==> config.mk <==
export PLATFORM = sky130hd
export DESIGN_NAME = pbc_bridge_ctrl
export DESIGN_NICKNAME = d
export VERILOG_FILES = /design/src/logic/pbc_fifo.v /design/src/logic/pbc_bridge_ctrl.v
export VERILOG_INCLUDE_DIRS = /design/src /design/src/logic
export SDC_FILE = /design/constraint.sdc
export NUM_CORES = 1
export LEC_CHECK = 0
export ABC_AREA = 1
export BUFFER_PORTS_ARGS = -buffer_cell sky130_fd_sc_hd__clkbuf_2
export CORE_ASPECT_RATIO = 1.25
export CORE_MARGIN = 2
export CORE_UTILIZATION = 55
export CTS_CLUSTER_SIZE = 12
export DETAILED_ROUTE_END_ITERATION = 8
export PLACE_DENSITY_LB_ADDON = 0.12
export SLEW_MARGIN = 20
export SYNTH_ARGS = -nofsm -noshare
export SYNTH_HDL_FRONTEND = slang
export SYNTH_SLANG_ARGS = --single-unit
==> constraint.sdc <==
create_clock -name core_clk_in -period 3.95 [get_ports core_clk_in]
set_input_delay 0 -clock core_clk_in [delete_from_list [all_inputs] [get_ports core_clk_in]]
set_output_delay 0 -clock core_clk_in [all_outputs]
set_load 0.02 [all_outputs]
==> src/logic/pbc_defs.vh <==
`ifndef PBC_DEFS_VH
`define PBC_DEFS_VH
// ==========================================
// configuration offsets
`define PBC_OFF_GEN_CTRL 8'hD4
`define PBC_OFF_ARB_CTRL 8'hDC
`define PBC_OFF_ARB_MASK 8'hDD
`define PBC_OFF_ARB_TOUT 8'hDE
// ==========================================
// field positions
`define PBC_BEACON_EN_BIT 10
`define PBC_PARK_BIT 7
`define PBC_TOUT_EN_BIT 7
`define PBC_AUTO_MASK_BIT 6
// ==========================================
// reset values
`define PBC_GEN_CTRL_RST 32'h00000000
`define PBC_ARB_CTRL_RST 8'h40
`define PBC_ARB_MASK_RST 8'h00
// ==========================================
// flow-control initial credits
`define PBC_FC_PH 8'h08
`define PBC_FC_PD 12'h080
`define PBC_FC_NPH 8'h04
`define PBC_FC_NPD 12'h004
`define PBC_FC_CPLH 8'h00
`define PBC_FC_CPLD 12'h000
// ==========================================
// message codes (upstream)
`define PBC_MSG_ASSERT_INTX 4'h0
`define PBC_MSG_DEASSERT_INTX 4'h1
`define PBC_MSG_PM_PME 4'h2
`define PBC_MSG_PME_TO_ACK 4'h3
`define PBC_MSG_ERR_COR 4'h4
`define PBC_MSG_ERR_NONFATAL 4'h5
`define PBC_MSG_ERR_FATAL 4'h6
// message codes (received)
`define PBC_RX_ASPM_NAK 4'h0
`define PBC_RX_PME_TURN_OFF 4'h1
`define PBC_RX_SLOT_PWR 4'h2
`define PBC_RX_UNLOCK 4'h3
`define PBC_RX_HOTPLUG 4'h4
`define PBC_RX_ADV_SW 4'h5
`define PBC_RX_VENDOR0 4'h6
`define PBC_RX_VENDOR1 4'h7
// ==========================================
// timing
`define PBC_CLK_HZ 200000000
`define PBC_BEACON_HZ 500000
`define PBC_BEACON_HALF ((`PBC_CLK_HZ / `PBC_BEACON_HZ) / 2)
`define PBC_GNT_TOUT_CLKS 16
`endif

==> src/logic/pbc_fifo.v <==
`timescale 1ns/1ps
// ==========================================
// small synchronous fifo
module pbc_fifo #(
    parameter WIDTH = 32,
    parameter DEPTH = 4,
    parameter AW = 2
) (
    input wire core_clk_in,
    input wire reset_in,
    input wire [WIDTH-1:0] wr_data_in,
    input wire wr_valid_in,
    output wire wr_ready_out,
    output wire [WIDTH-1:0] rd_data_out,
    output wire rd_valid_out,
    input wire rd_ready_in
);
    reg [WIDTH-1:0] mem [0:DEPTH-1];
    reg [AW-1:0] wr_ptr;
    reg [AW-1:0] rd_ptr;
    reg [AW:0] count;
    wire do_wr;
    wire do_rd;
    assign wr_ready_out = (count != DEPTH[AW:0]);
    assign rd_valid_out = (count != {(AW+1){1'b0}});
    assign rd_data_out = mem[rd_ptr];
    assign do_wr = wr_valid_in && wr_ready_out;
    assign do_rd = rd_valid_out && rd_ready_in;
    always @(posedge core_clk_in) begin
        if (do_wr) begin
            mem[wr_ptr] <= wr_data_in;
        end
    end
    always @(posedge core_clk_in) begin
        if (reset_in) begin
            wr_ptr <= {AW{1'b0}};
            rd_ptr <= {AW{1'b0}};
            count <= {(AW+1){1'b0}};
        end else begin
            if (do_wr) begin
                wr_ptr <= wr_ptr + 1'b1;
            end
            if (do_rd) begin
                rd_ptr <= rd_ptr + 1'b1;
            end
            if (do_wr && !do_rd) begin
                count <= count + 1'b1;
            end else if (do_rd && !do_wr) begin
                count <= count - 1'b1;
            end
        end
    end
endmodule

==> src/logic/pbc_bridge_ctrl.v <==
`timescale 1ns/1ps
// What this block does
// beacon only when control bit 10 set
// in L2, secondary pme starts beacon
// beacon toggles near 500 kHz, no de-emphasis
// beacon runs until fundamental reset released
// open-drain wake driven low requests power
// advertise 8 posted header, 128 data
// advertise 4 non-posted header and data
// completion credits advertised zero, infinite
// send interrupt, pme, ack and error messages
// act on nak, turn-off, slot power messages
// drop unlock/hotplug/as/vendor1; vendor0 unsupported
// arbitrate six masters plus the bridge
// two-tier priority at DCh, bit 7 parks
// DDh mask bits block request inputs
// DDh bit 7 enables 16-clock timeout flags
// DDh bit 6 auto-masks silent granted devices
// type 0 config stays in own space
// type 1 to secondary becomes type 0
// device n selects AD line 16+n
// type 1 beyond secondary stays type 1
// type 1 address layout, low bits 01
// type 0 address: function, register, 00
// upstream drives fundamental reset input
// interrupt pin code A=00 through D=11
`include "pbc_defs.vh"
module pbc_bridge_ctrl (
    input wire core_clk_in,
    input wire reset_in,
    input wire perst_n_in,
    input wire link_l2_in,
    input wire sec_pme_n_in,
    input wire [7:0] cfg_addr_in,
    input wire [31:0] cfg_wdata_in,
    input wire [3:0] cfg_be_in,
    input wire cfg_wr_in,
    input wire cfg_rd_in,
    output reg [31:0] cfg_rdata_out,
    output reg cfg_rvalid_out,
    output reg beacon_out,
    output reg beacon_deemph_out,
    output reg wake_n_out,
    output reg wake_oe_out,
    output reg [7:0] fc_ph_out,
    output reg [11:0] fc_pd_out,
    output reg [7:0] fc_nph_out,
    output reg [11:0] fc_npd_out,
    output reg [7:0] fc_cplh_out,
    output reg [11:0] fc_cpld_out,
    input wire [3:0] tx_msg_in,
    input wire [1:0] tx_intx_pin_in,
    input wire tx_msg_valid_in,
    output wire tx_msg_ready_out,
    output reg [5:0] tx_msg_out,
    output reg tx_msg_valid_out,
    input wire tx_msg_ready_in,
    input wire [3:0] rx_msg_in,
    input wire rx_msg_valid_in,
    output reg aspm_nak_out,
    output reg turn_off_out,
    output reg slot_pwr_out,
    output reg rx_msg_ur_out,
    input wire [5:0] req_n_in,
    input wire frame_n_in,
    input wire bridge_req_in,
    output reg [5:0] gnt_n_out,
    output reg bridge_gnt_out,
    input wire cfg_req_valid_in,
    input wire cfg_req_type1_in,
    input wire [7:0] cfg_bus_in,
    input wire [7:0] sec_bus_in,
    input wire [4:0] cfg_dev_in,
    input wire [2:0] cfg_func_in,
    input wire [5:0] cfg_reg_in,
    output reg cfg_local_out,
    output reg cfg_fwd_valid_out,
    output reg [31:0] cfg_fwd_addr_out
);
    // ==========================================
    // pin synchronisers
    reg [1:0] perst_sync;
    reg [1:0] pme_sync;
    reg [6:0] req_sync0;
    reg [6:0] req_sync1;
    always @(posedge core_clk_in) begin
        perst_sync <= {perst_sync[0], perst_n_in};
        pme_sync <= {pme_sync[0], sec_pme_n_in};
        req_sync0 <= {frame_n_in, req_n_in};
        req_sync1 <= req_sync0;
    end
    wire perst_act = !perst_sync[1];
    wire pme_act = !pme_sync[1];
    wire [5:0] req_act = ~req_sync1[5:0];
    wire frame_act = !req_sync1[6];

    // ==========================================
    // registers
    reg [31:0] gen_ctrl;
    reg [7:0] arb_ctrl;
    reg [7:0] arb_mask;
    reg [5:0] tout_flags;
    reg [5:0] auto_mask;
    always @(posedge core_clk_in) begin
        if (reset_in) begin
            gen_ctrl <= `PBC_GEN_CTRL_RST;
            arb_ctrl <= `PBC_ARB_CTRL_RST;
            arb_mask <= `PBC_ARB_MASK_RST;
        end else if (cfg_wr_in) begin
            if (cfg_addr_in == `PBC_OFF_GEN_CTRL) begin
                if (cfg_be_in[0]) gen_ctrl[7:0] <= cfg_wdata_in[7:0];
                if (cfg_be_in[1]) gen_ctrl[15:8] <= cfg_wdata_in[15:8];
                if (cfg_be_in[2]) gen_ctrl[23:16] <= cfg_wdata_in[23:16];
                if (cfg_be_in[3]) gen_ctrl[31:24] <= cfg_wdata_in[31:24];
            end
            // DC..DE share one dword; lane 0 is DC
            if (cfg_addr_in == `PBC_OFF_ARB_CTRL) begin
                if (cfg_be_in[0]) arb_ctrl <= cfg_wdata_in[7:0];
                if (cfg_be_in[1]) arb_mask <= cfg_wdata_in[15:8];
            end
        end
    end
    always @(posedge core_clk_in) begin
        if (reset_in) begin
            cfg_rdata_out <= 32'h00000000;
            cfg_rvalid_out <= 1'b0;
        end else begin
            cfg_rvalid_out <= cfg_rd_in;
            case (cfg_addr_in)
                `PBC_OFF_GEN_CTRL: cfg_rdata_out <= gen_ctrl;
                `PBC_OFF_ARB_CTRL: cfg_rdata_out <= {8'h00, 2'b00, tout_flags, arb_mask, arb_ctrl};
                default: cfg_rdata_out <= 32'h00000000;
            endcase
        end
    end

    // ==========================================
    // beacon and wake
    localparam HALF = `PBC_BEACON_HALF;
    reg beacon_on;
    reg [7:0] bcn_cnt;
    always @(posedge core_clk_in) begin
        if (reset_in) begin
            beacon_on <= 1'b0;
            bcn_cnt <= 8'h00;
            beacon_out <= 1'b0;
            beacon_deemph_out <= 1'b0;
            wake_n_out <= 1'b1;
            wake_oe_out <= 1'b0;
        end else begin
            beacon_deemph_out <= 1'b0;
            if (!perst_act) begin
                beacon_on <= 1'b0;
            end else if (gen_ctrl[`PBC_BEACON_EN_BIT] && link_l2_in && pme_act) begin
                beacon_on <= 1'b1;
            end
            if (beacon_on) begin
                if (bcn_cnt == HALF[7:0] - 8'h01) begin
                    bcn_cnt <= 8'h00;
                    beacon_out <= !beacon_out;
                end else begin
                    bcn_cnt <= bcn_cnt + 8'h01;
                end
            end else begin
                bcn_cnt <= 8'h00;
                beacon_out <= 1'b0;
            end
            // wake held low with the beacon; works in aux power
            wake_n_out <= 1'b0;
            wake_oe_out <= beacon_on;
        end
    end

    // ==========================================
    // flow-control credits
    always @(posedge core_clk_in) begin
        if (reset_in) begin
            fc_ph_out <= `PBC_FC_PH;
            fc_pd_out <= `PBC_FC_PD;
            fc_nph_out <= `PBC_FC_NPH;
            fc_npd_out <= `PBC_FC_NPD;
            fc_cplh_out <= `PBC_FC_CPLH;
            fc_cpld_out <= `PBC_FC_CPLD;
        end
    end

    // ==========================================
    // upstream message queue
    wire [5:0] q_data;
    wire q_valid;
    wire q_ready = !tx_msg_valid_out || tx_msg_ready_in;
    wire msg_ok = tx_msg_in <= `PBC_MSG_ERR_FATAL;
    pbc_fifo #(.WIDTH(6), .DEPTH(4), .AW(2)) u_fifo (
        .core_clk_in(core_clk_in),
        .reset_in(reset_in),
        .wr_data_in({tx_msg_in, tx_intx_pin_in}),
        .wr_valid_in(tx_msg_valid_in && msg_ok),
        .wr_ready_out(tx_msg_ready_out),
        .rd_data_out(q_data),
        .rd_valid_out(q_valid),
        .rd_ready_in(q_ready)
    );
    always @(posedge core_clk_in) begin
        if (reset_in) begin
            tx_msg_out <= 6'h00;
            tx_msg_valid_out <= 1'b0;
        end else if (q_ready) begin
            tx_msg_valid_out <= q_valid;
            tx_msg_out <= q_data;
        end
    end

    // ==========================================
    // received messages: pulses, others dropped
    always @(posedge core_clk_in) begin
        if (reset_in) begin
            aspm_nak_out <= 1'b0;
            turn_off_out <= 1'b0;
            slot_pwr_out <= 1'b0;
            rx_msg_ur_out <= 1'b0;
        end else begin
            aspm_nak_out <= rx_msg_valid_in && rx_msg_in == `PBC_RX_ASPM_NAK;
            turn_off_out <= rx_msg_valid_in && rx_msg_in == `PBC_RX_PME_TURN_OFF;
            slot_pwr_out <= rx_msg_valid_in && rx_msg_in == `PBC_RX_SLOT_PWR;
            rx_msg_ur_out <= rx_msg_valid_in && rx_msg_in == `PBC_RX_VENDOR0;
        end
    end

    // ==========================================
    // arbiter: bridge (index 6) high tier after reset
    localparam ARB_IDLE = 2'd0;
    localparam ARB_GNT = 2'd1;
    localparam ARB_BUSY = 2'd2;
    reg [1:0] arb_state;
    reg [2:0] owner;
    reg [4:0] wait_cnt;
    wire [5:0] eff_req = req_act & ~arb_mask[5:0] & ~auto_mask;
    wire [6:0] all_req = {bridge_req_in, eff_req};
    wire [6:0] hi_req = all_req & arb_ctrl[6:0];
    function [2:0] pick;
        input [6:0] v;
        integer i;
        begin
            pick = 3'd7;
            for (i = 6; i >= 0; i = i - 1) begin
                if (v[i]) pick = i[2:0];
            end
        end
    endfunction
    wire [2:0] hi_pick = pick(hi_req);
    wire [2:0] lo_pick = pick(all_req);
    wire [2:0] win = hi_pick != 3'd7 ? hi_pick : lo_pick;
    always @(posedge core_clk_in) begin
        if (reset_in) begin
            arb_state <= ARB_IDLE;
            owner <= 3'd7;
            wait_cnt <= 5'd0;
            gnt_n_out <= 6'h3F;
            bridge_gnt_out <= 1'b0;
            tout_flags <= 6'h00;
            auto_mask <= 6'h00;
        end else begin
            if (!arb_mask[`PBC_AUTO_MASK_BIT]) auto_mask <= 6'h00;
            case (arb_state)
                ARB_IDLE: begin
                    if (win != 3'd7 && !frame_act) begin
                        owner <= win;
                        wait_cnt <= 5'd0;
                        arb_state <= ARB_GNT;
                        bridge_gnt_out <= win == 3'd6;
                        gnt_n_out <= ~(6'h01 << win);
                    end else if (arb_ctrl[`PBC_PARK_BIT]) begin
                        bridge_gnt_out <= 1'b1;
                        gnt_n_out <= 6'h3F;
                    end else begin
                        bridge_gnt_out <= 1'b0;
                        gnt_n_out <= 6'h3F;
                    end
                end
                ARB_GNT: begin
                    if (frame_act) begin
                        arb_state <= ARB_BUSY;
                    end else if (wait_cnt == `PBC_GNT_TOUT_CLKS - 1) begin
                        // silent master: drop its grant, maybe flag it
                        if (owner != 3'd6) begin
                            if (arb_mask[`PBC_TOUT_EN_BIT]) tout_flags[owner] <= 1'b1;
                            if (arb_mask[`PBC_AUTO_MASK_BIT]) auto_mask[owner] <= 1'b1;
                        end
                        gnt_n_out <= 6'h3F;
                        bridge_gnt_out <= 1'b0;
                        arb_state <= ARB_IDLE;
                    end else begin
                        wait_cnt <= wait_cnt + 5'd1;
                    end
                end
                ARB_BUSY: begin
                    gnt_n_out <= 6'h3F;
                    bridge_gnt_out <= 1'b0;
                    if (!frame_act) arb_state <= ARB_IDLE;
                end
                default: arb_state <= ARB_IDLE;
            endcase
        end
    end

    // ==========================================
    // configuration translation
    always @(posedge core_clk_in) begin
        if (reset_in) begin
            cfg_local_out <= 1'b0;
            cfg_fwd_valid_out <= 1'b0;
            cfg_fwd_addr_out <= 32'h00000000;
        end else begin
            cfg_local_out <= cfg_req_valid_in && !cfg_req_type1_in;
            cfg_fwd_valid_out <= cfg_req_valid_in && cfg_req_type1_in;
            if (cfg_bus_in == sec_bus_in) begin
                cfg_fwd_addr_out <= {(cfg_dev_in[4] ? 16'h0000 :
                    16'h0001 << cfg_dev_in[3:0]), 5'h00, cfg_func_in, cfg_reg_in, 2'b00};
            end else begin
                cfg_fwd_addr_out <= {8'h00, cfg_bus_in, cfg_dev_in,
                    cfg_func_in, cfg_reg_in, 2'b01};
            end
        end
    end
endmodule

Word level (Yosys, flattened, before mapping)
Memory sizes are Yosys's and may differ from the RTL's. A register that Yosys moved wholly into a read port is not among the register bits.
Index checks and enable logic that the tools add are counted.

operators by class
  $add $sub $neg = 6
  order comparisons = 3
  equality and inequality tests = 21
  shifts and indexed selects = 2
  muxes and demuxes = 50
  bitwise operators = 11
  reductions and logical operators = 44

operator list
  cell                                              count
  case mux 32 bit (2 select lines)                  1
  2-to-1 mux 6 bit                                  10
  2-to-1 mux 3 bit                                  15
  == test 8 bit, second input constant              3
  2-to-1 mux 24 bit                                 1
  NOT 6 bit                                         4
  AND reduction 3 bit                               8
  case mux 6 bit (3 select lines)                   1
  left shift 1 x 4 -> 16 bit, first input constant  1
  logical AND 1 bit                                 15
  2-to-1 mux 5 bit                                  3
  inequality test 3 bit, second input constant      5
  AND 6 bit                                         2
  bitwise OR 6 bit                                  2
  2-to-1 mux 1 bit                                  10
  inequality test 2 bit, second input constant      5
  case mux 5 bit (2 select lines)                   1
  adder 8 x 1 -> 8 bit, second input constant       1
  == test 8 bit                                     1
  2-to-1 mux 2 bit                                  4
  2-to-1 mux 8 bit                                  1
  AND 7 bit                                         1
  zero test 1 bit                                   6
  case mux 2 bit (3 select lines)                   1
  other kinds (28)                                  35

word-level totals
  register bits after elaboration = 186
  RAM bits = 24
  logic and storage cells = 175
  memories = 1

memory list
  memory      words  width  read ports  clocked after memory_dff  wr ports  line           RTL
  u_fifo.mem  4      6      1           1                         1         pbc_fifo.v:18  reg [WIDTH-1:0] mem [0:DEPTH-1];

Longest topological paths before layout
Gate-level depths: netlist of the first run.

  word-level depth = 17
  depth in mapped cells = 16

By module
Synthesis of the first run repeated with hierarchy kept, for this count alone.

second synthesis, totals
  cells, all modules = 1055
  area, all modules = 8759.7 µm²

by module, submodules not included
  module           instances  cells each  area each (µm²)
  pbc_bridge_ctrl  1          929         7360.8
  pbc_fifo         1          126         1398.8

Least setup slack after synthesis of the first run
Ideal clock, no wire load.

  kind = flip-flop to flip-flop
  start point = register u_fifo.count[0]
  end point = register u_fifo.count[2]
  data arrival time = 1986 ps
  data required time = 3828 ps
  path slack = 1842 ps
  stages on the path, launching flop included = 12
  buffers on the path = 0
  path through = dfxtp_1 inv_1 nand3_1 nand3b_1 a31oi_1 ha_1 inv_1 fa_1 a21oi_1 o21ai_0 o21ai_0 a21oi_1

between the ends
  cells in the longest elaborated chain, start to end = 5

ends and longest elaborated chain
  item                                 line                  RTL
  from (decl)                          pbc_fifo.v:21         reg [AW:0] count;
  from (signal assigned)               pbc_fifo.v:38         count <= {(AW+1){1'b0}};
  from (signal assigned)               pbc_fifo.v:47         count <= count + 1'b1;
  from (signal assigned)               pbc_fifo.v:49         count <= count - 1'b1;
  inequality test 3 bit *              pbc_fifo.v:24         assign wr_ready_out = (count != DEPTH[AW:0]);
  via tx_msg_ready_out                 pbc_bridge_ctrl.v:54  output wire tx_msg_ready_out,
  logical AND 1 bit *                  pbc_fifo.v:27         assign do_wr = wr_valid_in && wr_ready_out;
  via u_fifo.do_wr                     pbc_fifo.v:22         wire do_wr;
  zero test 1 bit                      pbc_fifo.v:48         end else if (do_rd && !do_wr) begin
  logical AND 1 bit                    pbc_fifo.v:48
  nonzero test 2 bit (no source line)  -

The timed path passes the listed nets; every way through them passes the cells marked *. The select of a mux whose other input is x is not followed.
A chain may end at the register's enable or synchronous reset.

Final worst setup path of the first run
  start point = register tx_msg_valid_out
  end point = register u_fifo.count[2]

between the ends
  cells in the longest elaborated chain, start to end = 6

ends and longest elaborated chain
  item                                                    line                   RTL
  from (decl)                                             pbc_bridge_ctrl.v:56   output reg tx_msg_valid_out,
  from (signal assigned)                                  pbc_bridge_ctrl.v:208  tx_msg_valid_out <= q_valid;
  zero test 1 bit *                                       pbc_bridge_ctrl.v:191  wire q_ready = !tx_msg_valid_out || tx_msg_ready_in;
  logical OR 1 bit *                                      pbc_bridge_ctrl.v:191
  logical AND 1 bit *                                     pbc_fifo.v:28          assign do_rd = rd_valid_out && rd_ready_in;
  zero test 1 bit                                         pbc_fifo.v:46          if (do_wr && !do_rd) begin
  logical AND 1 bit                                       pbc_fifo.v:46
  2-to-1 mux 3 bit or nonzero test 2 bit (tied branches)  -

Every way passes the cells marked *; elsewhere a longest branch is shown, timed or not.

==> reports/qor.yml, run 1 <==
maxCapViolCount: 0
powerDensity_nw_per_um2: 455
clockBufferDepth: 3
gr-total-overflow: 0
worst_setup_path_start_kind: "flip-flop"
cp.required_ns: 4.33
worst-path-buf-inv: 3
ys_types: 50
drt_wl_total_mm: 20.6
final.setup.tns_ns: 0
diodes: 0
syn_inst: 993
cp_max_fo: 9
syn_avg_cell_area_um2: 8.60
post_cts_resized: 0
ff2ff_setup_slack_ns: 1.70
root_buffer: "clkbuf_16"
cpMostUsedCell: "inv_1"
antenna_found_initial: 0
rsz0062_at_grt: "false"
yosys_warnings: 0
post_drt_wl_per_cell_um: 13.8
via_per_inst: 4.89
holdPathStages: 1
r2r-start: "tx_msg_valid_out"
cp_top_family: "compound AO/OA/AOI/OAI gates"
fin_crit_ns: 2.25
grt_pass1_vias: 6932
slew_viol_final: 0
layout.nets: 1391
crit_type: "flip-flop to flip-flop"
drc: 0
fin_skew_ns: 0.0123
reg2regPathDepth: 11
cts_tree: "yes"
netlist_area_um2: 8540
core-area_um2: 15100
period_share_pct: 56.9
ir_drop_mv: 0.313
slowest_delay_ns: 0.42
place_congestion: 0.850
cpMaxStageDelayCell: "nor2_1"
area_growth_pct: 29.3
synth_flop_cell: "dfxtp_1"
antenna_left: 0
h-tree-depth: 1
cts.clk_slew.worst_paths_ns: 0.06
rows: 50
ys_ff_latch: 215
slew_headroom_pct: 44.6
finalSetupViolCount: 0
first_pass_iters: 5
final_common_cell: "dfxtp_1"
yosys.area.top_type_share_pct: 44.8
grt_pass1_wl_mm: 32.5
crit_arrival_ns: 2.62
numCtsBuffers: 22
yosysTopAreaCell: "dfxtp_1"
die_h_um: 143
grtUsageTotal_pct: 24.2
vias: 7304
mostFrequentLayoutCells: "191 x dfxtp_1, 190 x clkbuf_2, 156 x nand2_1, 99 x dlygate4sd3_1"
worst_r2r_endpoint: "u_fifo.count[2]"
portBuffers: 191
drive_above_1_share_pct: 20.2
die-area_um2: 16500
drt_iter0_drc: 370
p_leak_nw: 4.79
clk_latency_ns: 0.50
p_total_w: 0.00502
finalHoldViolations: 0
yosysSeqAreaShare_pct: 53.2
min_from: "reset_in"
synth.top_cells.by_area: "dfxtp_1 45%, edfxtp_1 8.4%, nand2_1 6.9%, buf_4 5.5%, a21oi_1 5.4%"
start_util_pct: 56.6
dp_hpwl_mm: 13.5
synth_edf_count: 24
numClockSinks: 215
grt_start_max_net_pins: 46
worstPathCellList: "inv_1, nor2_1, a31oi_1, inv_1, ha_1, inv_1, fa_1, a21oi_1, o21ai_0, o21ai_0, a21oi_1"
die_x_um: 115
status: "finished clean"
worst_hold_path.endpoint: "wake_n_out"
cp-end-kind: "flip-flop"
max_freq_ghz: 0.445
tightest_slew_ns: 0.830
async_reset_ff_share_pct: 0
ios: 254
hold_path.class: "input pin to flip-flop"
## synth_stat cells, types with 7 or more instances
cell,number
dfxtp_1,191
nand2_1,156
inv_1,94
nor2_1,94
a21oi_1,92
buf_4,62
o21ai_0,53
nand3_1,48
clkbuf_1,28
nor3_1,26
edfxtp_1,24
ha_1,11
nand2_2,10
xor2_1,9
a21oi_2,7
o22ai_1,7
## worst max-delay path by stage
stage / start / end / slack (ns) / cells after the start
after global placement: tx_msg_valid_out / u_fifo.count[2] / 1.86 / 11
after floorplan: u_fifo.count[0] / u_fifo.count[2] / 1.84 / 11
after global routing: tx_msg_valid_out / u_fifo.count[2] / 1.38 / 11
after detailed placement: tx_msg_valid_out / u_fifo.count[2] / 1.79 / 11
after CTS: tx_msg_valid_out / u_fifo.count[2] / 1.76 / 11
final: tx_msg_valid_out / u_fifo.count[2] / 1.70 / 11
## what timing repair did
action	in CTS	in global routing
hold endpoints to repair	127	0
hold buffers	99	0
setup buffers	0	0
## flip-flops by register name (all words and copies together) (netlist names), 5 cells and up
signal and cells:
gen_ctrl 32, wait_cnt 5, cfg_rdata_out 32, cfg_fwd_addr_out 31, req_sync1 7, req_sync0 7, bcn_cnt 8, arb_mask 8
gnt_n_out 6, u_fifo.mem 24, auto_mask 6, tout_flags 6, arb_ctrl 8, tx_msg_out 6
## worst reg2reg max path, stage by stage, from the launching register on
cell	delay, ns
dfxtp_1	0.32
inv_1	0.04
nor2_1	0.42
a31oi_1	0.13
inv_1	0.12
ha_1	0.15
inv_1	0.07
fa_1	0.39
a21oi_1	0.17
o21ai_0	0.12
o21ai_0	0.16
a21oi_1	0.05
## cells by family (layout without fill, tap and decap cells)
kind of cell / after synthesis / in the layout / synth area share, %
adder cells (fa/ha/maj): 12 / 12 / 1.85
AO/OA/AOI/OAI: 185 / 185 / 11.9
XOR/XNOR: 11 / 11 / 1.13
other: 2 / 62 / 0.0880
flip-flops: 215 / 215 / 53.2
buffers and inverters: 194 / 426 / 11.3
AND/OR/NAND/NOR: 374 / 374 / 20.5
## area by class of cell
| cell class | count | area [um2] |
|---|---|---|
| Sequential cell | 215 | 4540 |
| Fill cell | 1151 | 4040 |
| Multi-Input combinational cell | 644 | 3250 |
| Timing Repair Buffer | 294 | 1980 |
| Clock buffer | 33 | 633 |
| Inverter | 98 | 369 |
| Tap cell | 208 | 260 |
| Clock inverter | 1 | 5.00 |
## per-layer routing
metal	global-route usage [%]	part of all wire, %	up-vias
met1	29.4	42	3325
met3	5.31	7.2	45
met4	8.43	2.4	0
met5	0	0	-
li1	-	-	3678
met2	42.2	49	256
## stage by stage
stage	std cells	setup WS [ns]	hold WS (ns)	cell area [um2]	utilization (%)
after floorplan	1053	1.84	0.0277	8760	-
after global placement	1360	1.86	0.103	9410	62.4
after detailed placement	1360	1.79	0.104	9410	62.4
after CTS	1493	1.76	0.0232	11000	73.2
after global routing	1493	1.38	0.0454	11000	73.2
final	1493	1.70	0.0178	11000	73.2
## where the power goes
part | internal [W] | total [W] | switching (W)
registers | 0.00231 | 0.00239 | 0.0000777
logic | 0.000272 | 0.000753 | 0.000481
clock network | 0.00109 | 0.00188 | 0.000787
Power figures use the tool's default switching activity.
==> run 2: changes to the inputs <==
- CORE_UTILIZATION: 55 -> 51
- clock period: 3.95 -> 2.2 ns (I/O delays scaled with it)
==> run 2 against run 1 <==
  * Register-to-register slack got worse by 1.5 ns
  * Clock-buffer cell count shrank 1
  * Setup slack worse by 1.5 ns
  * Core utilization fell by 4.4 points
  * Clock skew hardly changed
  * Sequential cell count unchanged
  * Die area up 7.6%
  * Maximum frequency increased by 13%
  * Worst hold slack gained 0.010 ns
  * Global-route usage decreased by 1.9 points
  * Non-clock buffer count grew 16
==> reports/qor.yml, run 2 (synthesized netlist as in run 1, its figures left out) <==
status: "finished clean"
finalHoldViolations: 0
grtUsageTotal_pct: 22.4
area_growth_pct: 31.2
first_pass_iters: 7
drt_wl_total_mm: 20.4
fin_crit_ns: 1.99
diodes: 0
drc: 0
mostFrequentLayoutCells: "190 x dfxtp_1, 190 x clkbuf_2, 156 x nand2_1, 103 x dlygate4sd3_1"
fin_hold_ws_ns: 0.0281
finalSetupViolCount: 0
portBuffers: 191
cp.required_ns: 2.59
numCtsBuffers: 22
crit_arrival_ns: 2.38
cp-end-kind: "flip-flop"
rows: 52
grt_pass1_vias: 6879
max_freq_ghz: 0.501
vias: 7432
post_drt_wl_per_cell_um: 13.4
core-area_um2: 16300
n_fill_cell: 1326
start_util_pct: 52.5
slew_headroom_pct: 55.4
die_h_um: 149
fin_ws_ns: 0.206
powerDensity_nw_per_um2: 809
grt_start_max_net_pins: 73
slew_viol_final: 0
maxCapViolCount: 0
antenna_found_initial: 1
drt_iter0_drc: 428
hold_path.class: "input pin to flip-flop"
ir_drop_mv: 0.551
use_met3_pct: 5.25
grt_use_met2_pct: 38.5
ios: 254
clockBufferDepth: 3
numClockSinks: 215
tightest_slew_ns: 0.664
p_leak_nw: 4.88
drive_above_1_share_pct: 21.1
clk_latency_ns: 0.50
cp_max_fo: 3
top_regs: "cfg_rdata_out (32), gen_ctrl (32), cfg_fwd_addr_out (31)"
grt_pass1_wl_mm: 32.6
worst_setup_path_start_kind: "flip-flop"
period_share_pct: 90.6
place_congestion: 0.842
fin_skew_ns: 0.0120
antenna_left: 0
grt_busiest_layer: "met2"
cts_tree: "yes"
gr-total-overflow: 0
die_x_um: 120
post_cts_buffers: 0
root_buffer: "clkbuf_16"
h-tree-depth: 1
crit_type: "flip-flop to flip-flop"
use_met1_pct: 27.9
via_per_inst: 4.90
layout.nets: 1407
cts.clk_slew.worst_paths_ns: 0.06
post-place-ws_ns: 0.151
die-area_um2: 17800
dp_hpwl_mm: 13.5
## run 2: cell count changes in the layout (fill, tap and decap cells not counted), moves of 2 or more
cell	previous run	this run
buf_4	4	15
dlygate4sd3_1	99	103
o21ai_0	52	50
o21ai_1	4	6
## run 2: stage by stage
step / power, W / area [um2] / cells / TNS (ns) / util, %
2_1_floorplan: 0.00526 / 8760 / 1053 / 0 / -
3_3_place_gp: 0.00560 / 9520 / 1380 / 0 / 58.5
3_5_place_dp: 0.00562 / 9520 / 1380 / 0 / 58.5
4_1_cts: 0.00914 / 11200 / 1517 / 0 / 68.8
5_1_grt: 0.00946 / 11200 / 1517 / -0.0114 / 68.9
6_report: 0.00906 / 11200 / 1517 / 0 / 68.9
## run 2: cell type report
class	instances	area (um2)	area share, %
sequential	215	4550	40.6
tap	216	270	2.41
inverter	98	369	3.30
multi-input combinational	644	3260	29.1
timing repair buffer	310	2120	18.9
clock inverter	2	10.0	0.0894
clock buffer	32	629	5.62
## run 2: critical path: stages, from the launching register on
cell	delay (ns)
dfxtp_1	0.36
inv_1	0.08
nand3_1	0.10
nand3b_1	0.11
a31oi_2	0.20
ha_1	0.17
inv_1	0.07
fa_1	0.38
a21oi_1	0.15
o21ai_1	0.09
o21ai_1	0.12
a21oi_1	0.05
## run 2: repair_timing
item,4_1_cts,5_1_grt
hold endpoints to repair,132,0
hold buffers,103,0
setup endpoints to repair,0,1
gates resized for setup,0,4
## run 2: worst paths after layout
check,start,to,slack [ns],depth (start not counted)
max,u_fifo.count[1],u_fifo.count[2],0.21,11
min,cfg_addr_in[5],cfg_rdata_out[29],0.03,5
max reg2reg,u_fifo.count[1],u_fifo.count[2],0.21,11
min reg2reg,req_sync0[1],req_sync1[1],0.32,0
## run 2: routing by layer
layer	part of all wire (%)	vias up
li1	-	3713
met1	42	3401
met2	49	279
met3	7.7	37
met4	2.0	2
met5	0.034	-
## run 2: report_power, final
group          internal (W)  switching, W  total (W)
combinational      0.000528      0.000905    0.00143
sequential          0.00415      0.000103    0.00426
clock               0.00196       0.00141    0.00337
total               0.00664       0.00242    0.00906
